<file path="src/fpe_map.svh">
// Register map, field positions, reset values and timing figures
`ifndef FPE_MAP_SVH
`define FPE_MAP_SVH

// ----------------------------------------
// Register indices (byte address = 4*index)
// ----------------------------------------
`define FPE_IDX_SECT 8'hfc
`define FPE_IDX_ROW 8'hfd
`define FPE_IDX_COL 8'hfe
`define FPE_IDX_CTL 8'hff
`define FPE_IDX_EVT 8'hf8
`define FPE_IDX_MASK 8'hf9

// ----------------------------------------
// Fields
// ----------------------------------------
`define FPE_SECT_INFO 7
`define FPE_CTL_ROW 2
`define FPE_CTL_PAGE 1
`define FPE_CTL_MASS 0
`define FPE_EVT_MASS 0
`define FPE_EVT_PAGE 1
`define FPE_EVT_ROW 2
`define FPE_EVT_TMO 3
`define FPE_ROW_INFO_MASK 3'h1
`define FPE_COL_END 8'h80

// ----------------------------------------
// Reset values
// ----------------------------------------
`define FPE_SECT_RST 8'h00
`define FPE_ROW_RST 3'h0
`define FPE_COL_RST 7'h00
`define FPE_EVT_RST 4'h0
`define FPE_MASK_RST 4'h0

// ----------------------------------------
// Timing
// ----------------------------------------
`define FPE_CLK_KHZ 200000
`define FPE_MASS_MS 200
`define FPE_PAGE_MS 10
`define FPE_ROW_TMO_MS 1

`endif

</file>
<file path="src/fpe_pkg.sv">
// Types shared by the flash program and erase sequencer
package fpe_pkg;

   // ----------------------------------------
   // Sequencer states
   // ----------------------------------------
   typedef enum logic [3:0] {
      FPE_IDLE = 4'b0001,
      FPE_MASS = 4'b0010,
      FPE_PAGE = 4'b0100,
      FPE_ROW = 4'b1000
   } fpe_state_t;

   // Flash target address handed to the array
   typedef struct packed {
      logic info;
      logic [6:0] page;
      logic [2:0] row;
      logic [6:0] col;
   } fpe_addr_t;

   // Whole module state
   typedef struct packed {
      fpe_state_t st;
      logic [31:0] cnt;
      logic [7:0] sect;
      logic [2:0] row;
      logic [6:0] col;
      logic [7:0] inc;
      logic [3:0] evt;
      logic [3:0] mask;
      logic ack;
      logic [7:0] rdata;
      logic prog_stb;
      logic [7:0] prog_data;
      fpe_addr_t prog_addr;
   } fpe_regs_t;

endpackage : fpe_pkg

</file>
<file path="src/fpe_ctrl.sv">
// Flash program and erase sequencer with Avalon-MM register slave
//
// How it works
// - Sector bit 7 selects information page
// - Low seven bits pick main page
// - Small variant keeps only six page bits
// - Three-bit row addresses every I/O write
// - Info page limits row to 0-1
// - Seven-bit column addresses I/O writes
// - Row program increments column from start
// - Full erase clears everything, about 200ms
// - Page erase clears 1KB, about 10ms
// - Erase bits clear themselves when done
// - Flash accesses wait during any erase
// - Non-flash accesses never wait
// - Flash reads wait during row program
// - Row bit clears at 128 or timeout
// - Bit 1 page erase, bit 0 full
//
// Chosen here: register access over Avalon-MM.
`timescale 1ns/100ps
`default_nettype none
`include "fpe_map.svh"

module fpe_ctrl
   import fpe_pkg::*;
#(
   parameter int unsigned PAGE_BITS = 7,
   parameter int unsigned MASS_CYC =
      `FPE_MASS_MS * `FPE_CLK_KHZ,
   parameter int unsigned PAGE_CYC =
      `FPE_PAGE_MS * `FPE_CLK_KHZ,
   parameter int unsigned ROW_TMO_CYC =
      `FPE_ROW_TMO_MS * `FPE_CLK_KHZ
) (
   input wire logic CLK,
   input wire logic SRST,
   input wire logic [7:0] AVS_ADDRESS,
   input wire logic AVS_READ,
   input wire logic AVS_WRITE,
   input wire logic [3:0] AVS_BYTEENABLE,
   input wire logic [31:0] AVS_WRITEDATA,
   output logic [31:0] AVS_READDATA,
   output logic AVS_WAITREQUEST,
   input wire logic FL_RD,
   input wire logic FL_WR,
   output logic FL_WAIT,
   input wire logic FL_IO_WR,
   input wire logic [7:0] FL_IO_DATA,
   output logic FL_PROG_STB,
   output logic [7:0] FL_PROG_DATA,
   output fpe_addr_t FL_PROG_ADDR,
   output logic FL_ERASE_MASS,
   output logic FL_ERASE_PAGE,
   output logic FL_ROW_ACTIVE,
   output logic IRQ
);

   // ----------------------------------------
   // Helpers
   // ----------------------------------------
   function automatic logic hit(input logic [7:0] a,
                                input logic [7:0] idx);
      hit = (a == idx);
   endfunction : hit

   localparam logic [6:0] PAGE_MASK =
      7'((8'h01 << PAGE_BITS) - 8'h01);

   fpe_regs_t s_reg;
   fpe_regs_t s_next;
   logic req;
   logic take;
   logic wr_take;
   logic be0;
   logic [7:0] wd;
   logic [3:0] ev_set;
   logic [3:0] ev_clr;
   logic [2:0] row_eff;
   logic [6:0] page_eff;
   logic busy_erase;
   logic [7:0] rd_val;

   assign req = AVS_READ | AVS_WRITE;
   assign take = req & s_reg.ack;
   assign wr_take = take & AVS_WRITE;
   assign be0 = AVS_BYTEENABLE[0];
   assign wd = AVS_WRITEDATA[7:0];
   assign busy_erase = (s_reg.st == FPE_MASS) |
                       (s_reg.st == FPE_PAGE);

   // ----------------------------------------
   // Effective flash address
   // ----------------------------------------
   always_comb begin
      page_eff = s_reg.sect[6:0] & PAGE_MASK;
      row_eff = s_reg.row;
      if (s_reg.sect[`FPE_SECT_INFO]) begin
         page_eff = 7'h00;
         row_eff = s_reg.row & `FPE_ROW_INFO_MASK;
      end
   end

   // ----------------------------------------
   // Read mux
   // ----------------------------------------
   always_comb begin
      rd_val = 8'h00;
      case (1'b1)
         hit(AVS_ADDRESS, `FPE_IDX_SECT): begin
            rd_val = {s_reg.sect[7], s_reg.sect[6:0] & PAGE_MASK};
         end
         hit(AVS_ADDRESS, `FPE_IDX_ROW): begin
            rd_val = {5'h00, s_reg.row};
         end
         hit(AVS_ADDRESS, `FPE_IDX_COL): begin
            rd_val = {1'b0, s_reg.col};
         end
         hit(AVS_ADDRESS, `FPE_IDX_CTL): begin
            rd_val = {5'h00, s_reg.st == FPE_ROW,
                      s_reg.st == FPE_PAGE,
                      s_reg.st == FPE_MASS};
         end
         hit(AVS_ADDRESS, `FPE_IDX_EVT): begin
            rd_val = {4'h0, s_reg.evt};
         end
         hit(AVS_ADDRESS, `FPE_IDX_MASK): begin
            rd_val = {4'h0, s_reg.mask};
         end
         default: begin
            rd_val = 8'h00;
         end
      endcase
   end

   // ----------------------------------------
   // Next state
   // ----------------------------------------
   always_comb begin
      s_next = s_reg;
      ev_set = 4'h0;
      ev_clr = 4'h0;
      s_next.prog_stb = 1'b0;
      // Answer one cycle after the request appears
      s_next.ack = req & ~s_reg.ack;
      if (req & ~s_reg.ack) begin
         s_next.rdata = rd_val;
      end

      // Register writes
      if (wr_take & be0) begin
         if (hit(AVS_ADDRESS, `FPE_IDX_SECT)) begin
            s_next.sect = {wd[7], wd[6:0] & PAGE_MASK};
         end
         if (hit(AVS_ADDRESS, `FPE_IDX_ROW)) begin
            s_next.row = wd[2:0];
         end
         if (hit(AVS_ADDRESS, `FPE_IDX_COL)) begin
            s_next.col = wd[6:0];
         end
         if (hit(AVS_ADDRESS, `FPE_IDX_MASK)) begin
            s_next.mask = wd[3:0];
         end
      end
      // Reading the event register clears what it showed
      if (take & AVS_READ & hit(AVS_ADDRESS, `FPE_IDX_EVT)) begin
         ev_clr = s_reg.rdata[3:0];
      end

      // Sequencer; a running operation cannot be aborted
      case (s_reg.st)
         FPE_IDLE: begin
            s_next.cnt = 32'h0;
            if (wr_take & be0 & hit(AVS_ADDRESS, `FPE_IDX_CTL)) begin
               if (wd[`FPE_CTL_MASS]) begin
                  s_next.st = FPE_MASS;
               end else if (wd[`FPE_CTL_PAGE]) begin
                  s_next.st = FPE_PAGE;
               end else if (wd[`FPE_CTL_ROW]) begin
                  s_next.st = FPE_ROW;
                  s_next.inc = {1'b0, s_reg.col};
               end
            end else if (FL_IO_WR) begin
               // Single byte at the chosen column
               s_next.prog_stb = 1'b1;
               s_next.prog_data = FL_IO_DATA;
               s_next.prog_addr = '{info: s_reg.sect[7],
                  page: page_eff, row: row_eff,
                  col: s_reg.col};
            end
         end
         FPE_MASS: begin
            s_next.cnt = s_reg.cnt + 32'h1;
            if (s_reg.cnt >= MASS_CYC - 1) begin
               s_next.st = FPE_IDLE;
               ev_set[`FPE_EVT_MASS] = 1'b1;
            end
         end
         FPE_PAGE: begin
            s_next.cnt = s_reg.cnt + 32'h1;
            if (s_reg.cnt >= PAGE_CYC - 1) begin
               s_next.st = FPE_IDLE;
               ev_set[`FPE_EVT_PAGE] = 1'b1;
            end
         end
         FPE_ROW: begin
            s_next.cnt = s_reg.cnt + 32'h1;
            if (FL_IO_WR) begin
               // Timeout restarts with every byte
               s_next.cnt = 32'h0;
               s_next.prog_stb = 1'b1;
               s_next.prog_data = FL_IO_DATA;
               s_next.prog_addr = '{info: s_reg.sect[7],
                  page: page_eff, row: row_eff,
                  col: s_reg.inc[6:0]};
               s_next.inc = s_reg.inc + 8'h01;
               if (s_reg.inc + 8'h01 == `FPE_COL_END) begin
                  s_next.st = FPE_IDLE;
                  ev_set[`FPE_EVT_ROW] = 1'b1;
               end
            end else if (s_reg.cnt >= ROW_TMO_CYC - 1) begin
               s_next.st = FPE_IDLE;
               ev_set[`FPE_EVT_TMO] = 1'b1;
            end
         end
         default: begin
            s_next.st = FPE_IDLE;
         end
      endcase

      // Set wins over a clear in the same cycle
      s_next.evt = (s_reg.evt & ~ev_clr) | ev_set;
   end

   // ----------------------------------------
   // State register
   // ----------------------------------------
   always_ff @(posedge CLK) begin
      if (SRST) begin
         s_reg <= '{st: FPE_IDLE, cnt: 32'h0,
            sect: `FPE_SECT_RST, row: `FPE_ROW_RST,
            col: `FPE_COL_RST, inc: 8'h00,
            evt: `FPE_EVT_RST, mask: `FPE_MASK_RST,
            ack: 1'b0, rdata: 8'h00, prog_stb: 1'b0,
            prog_data: 8'h00, prog_addr: '0};
      end else begin
         s_reg <= s_next;
      end
   end

   // ----------------------------------------
   // Outputs
   // ----------------------------------------
   assign AVS_WAITREQUEST = req & ~s_reg.ack;
   assign AVS_READDATA = {24'h0, s_reg.rdata};
   // Only flash cycles stall; other targets never see this
   assign FL_WAIT = (busy_erase & (FL_RD | FL_WR))
      | ((s_reg.st == FPE_ROW) & FL_RD);
   assign FL_PROG_STB = s_reg.prog_stb;
   assign FL_PROG_DATA = s_reg.prog_data;
   assign FL_PROG_ADDR = s_reg.prog_addr;
   assign FL_ERASE_MASS = s_reg.st == FPE_MASS;
   // Page erase output is the state alone; the info select does not reach it
   assign FL_ERASE_PAGE = s_reg.st == FPE_PAGE;
   assign FL_ROW_ACTIVE = s_reg.st == FPE_ROW;
   assign IRQ = |(s_reg.evt & s_reg.mask);

endmodule : fpe_ctrl
`default_nettype wire

</file>
<file path="config.mk">
export PLATFORM = sky130hd
export DESIGN_NAME = fpe_ctrl
export DESIGN_NICKNAME = d
export VERILOG_FILES = /design/src/fpe_pkg.sv /design/src/fpe_ctrl.sv
export VERILOG_INCLUDE_DIRS = /design/src /design/src/src
export SDC_FILE = /design/constraint.sdc
export NUM_CORES = 1
export LEC_CHECK = 0
export BUFFER_PORTS_ARGS = -buffer_cell sky130_fd_sc_hd__buf_2
export CAP_MARGIN = 20
export CELL_PAD_IN_SITES_DETAIL_PLACEMENT = 0
export CELL_PAD_IN_SITES_GLOBAL_PLACEMENT = 2
export CORE_MARGIN = 3
export CORE_UTILIZATION = 32
export DETAILED_ROUTE_END_ITERATION = 6
export PLACE_DENSITY = 0.93
export SLEW_MARGIN = 20
export SYNTH_ARGS = -nofsm -noshare
export SYNTH_HDL_FRONTEND = slang
export SYNTH_SLANG_ARGS = --single-unit
export TNS_END_PERCENT = 50
</file>
<file path="constraint.sdc">
create_clock -name CLK -period 2.8 [get_ports CLK]
set_clock_uncertainty 0.1 [all_clocks]
set_input_delay 0.14 -clock CLK [delete_from_list [all_inputs] [get_ports CLK]]
set_output_delay 0.14 -clock CLK [all_outputs]
set_load 0.05 [all_outputs]
</file>
==> results.json <==
{
  "status": "completed",
  "worstHoldPathType": "primary input to flip-flop",
  "clk_latency_ns": 0.36,
  "synthArstFlopShare": 0,
  "post-cts-setup-buffers": 0,
  "cts_hold_buf": 13,
  "path_clk_slew_ns": 0.08,
  "wl_met1_mm": 7.341,
  "final_common_cell": "dfxtp_1",
  "p_sw_uw": 875.4,
  "grt_pass1_wl_mm": 24.48,
  "intPower_uw": 2214,
  "swShare": 0.2834,
  "max_freq_ghz": 0.3935,
  "core_um2": 16940,
  "critPathKind": "flip-flop to flip-flop",
  "startpoint_type": "flip-flop",
  "htreeDepth": 3,
  "end_kind": "flip-flop",
  "cts_tree": "done",
  "port_buffers": 72,
  "drc": 0,
  "syn2layout_area_growth_pct": 12.30,
  "finalHoldViolations": 0,
  "relSlewSlack": 0.4474,
  "routedWlPerCell_um": 15.86,
  "dieWidth_um": 138.7,
  "netlist_area_um2": 5635,
  "crit_required_ns": 2.99,
  "finalCriticalPeriod_ns": 2.541,
  "synthFlopType": "dfxtp_1",
  "drt_iter0_markers": 321,
  "dieArea_um2": 19240,
  "synth.avg_cell_area_um2": 8.191,
  "die_h_um": 138.7,
  "grt_overflow": 0,
  "cap_viol_max_count": 0,
  "ys_warn_count": 0,
  "layout.cells.non_filler": 952,
  "clockBufferDepth": 2,
  "place_congestion": 0.8360,
  "rows": 47,
  "track_usage": 0.1539,
  "crit_arrival_ns": 2.73,
  "drv_slew": 0,
  "cp_max_fo": 24,
  "drive_above_1_share": 0.1708,
  "vias_per_cell": 5.267,
  "ant_nets": 0,
  "layout.nets": 789,
  "dpl.cell_count": 923,
  "ys_seq_area_frac": 0.3766,
  "rsz0062_at_grt": "no",
  "grt_max_degree": 42,
  "cts_root_buf": "clkbuf_16",
  "vias": 5014,
  "totalWireLength_mm": 15.10,
  "io_pins": 124,
  "p_leak_uw": 0.002314,
  "antenna_found_initial": 0,
  "cts_num_sinks": 106,
  "setup_viol": 0,
  "final_cell_mix": "106 x dfxtp_1, 72 x buf_2, 70 x nand2_1, 58 x a21oi_1, 56 x nor2_1",
  "period_share": 0.9077,
  "cts_buffers": 9,
  "fin_tns_setup_ns": 0,
  "maxUsedRoutingLayer": "met4",
  "cts-resized-gates": 0,
  "utilization": 0.3737,
  "p_clk_frac": 0.416,
  "drt_pass1_iterations": 5,
  "seq_power_share": 0.495,
  "synthCells": 688,
  "diodes": 0,
  "hpwl_mm": 10.67,
  "vdd_drop_max_mv": 0.3423,
  "synth.ff_latch_count": 106,
  "pwr-share-comb": 0.089,
  "largest_reg_flops": 71,
  "start_util": 0.3327,
  "ys_types": 68,
  "powerDensity_nw_per_um2": 488.2,
  "tightest_slew_ns": 0.8220,
  "synth_edf_count": 0,
  "grt_pass1_vias": 4618,
  "dr_wl_met3_um": 649,
  "routed-wl-met2_mm": 6.852
}
-- per-layer routing --
layer / global-route usage / up-vias
met4: 0.05716 / 0
met2: 0.2366 / 120
met1: 0.2175 / 2363
met3: 0.02517 / 16
met5: 0 / -
li1: - / 2515
-- final cells by class --
type,instances,area [um^2]
Tap cell,220,275.3
Multi-Input combinational cell,496,2977
Timing Repair Buffer,102,618.1
Fill cell,1827,10610
Sequential cell,106,2122
Inverter,12,45.04
Clock buffer,9,225.2
Clock inverter,7,66.31
-- synthesized netlist by cell type, drive strengths merged, types with 13 or more instances --
cell type,number,area (um^2)
a21oi,58,290.3
nor3,18,90.09
nand3,36,180.2
dfxtp,106,2122
nand4,20,140.1
nor4,15,100.1
buf,67,478.0
clkbuf,30,112.6
or3,13,81.33
nand2,70,262.8
nor2,56,210.2
o21ai,22,121.4
-- cell families after synthesis --
logic type,count (synthesis),synth area share
muxes,11,0.01954
AOI/OAI and AO/OA,159,0.1992
DFF,106,0.3766
adders and majority gates,3,0.006661
buffers and inverters,109,0.1128
other,1,0.0006654
and+or+nand+nor,283,0.2598
xor gates and xnor gates,16,0.02487
-- critical path, stage by stage, from the launching register on --
cell,delay [ns]
dfxtp_1,0.48
or4b_1,0.54
buf_4,0.27
inv_2,0.16
and2_1,0.18
a41oi_1,0.15
or3_1,0.44
a31oi_1,0.15
-- power groups by stage --
stage	Clock, uW	Sequential (uW)	Combinational [uW]
floorplan	0	1560	230
global placement	0	1560	261
detailed placement	0	1560	261
CTS	1320	1530	275
global route	1380	1530	296
finish	1290	1530	276
-- path summary, 6_finish.rpt --
path | depth (start not counted) | start | slack [ns] | end
max reg2reg | 7 | s_reg[105]$_SDFFE_PP0P_ | 0.26 | s_reg[44]$_SDFFE_PP0P_
max | 7 | s_reg[105]$_SDFFE_PP0P_ | 0.26 | s_reg[44]$_SDFFE_PP0P_
min | 3 | AVS_WRITEDATA[2] | 0.04 | s_reg[54]$_SDFFE_PP0P_
min reg2reg | 2 | FL_PROG_ADDR[17]$_SDFFE_PP0P_ | 0.35 | FL_PROG_ADDR[17]$_SDFFE_PP0P_
-- per-stage QoR --
step | hold slack, ns | total power (uW) | setup WS [ns] | cell area [um^2]
4_1_cts | 0.01914 | 3124 | 0.2287 | 6329
6_report | 0.03574 | 3089 | 0.2586 | 6329
3_5_place_dp | 0.2881 | 1824 | 0.2746 | 5907
2_1_floorplan | 0.1760 | 1795 | 0.2978 | 5722
5_1_grt | 0.03169 | 3207 | 0.01103 | 6329
3_3_place_gp | 0.2836 | 1825 | 0.3047 | 5907
Power figures use the tool's default switching activity.
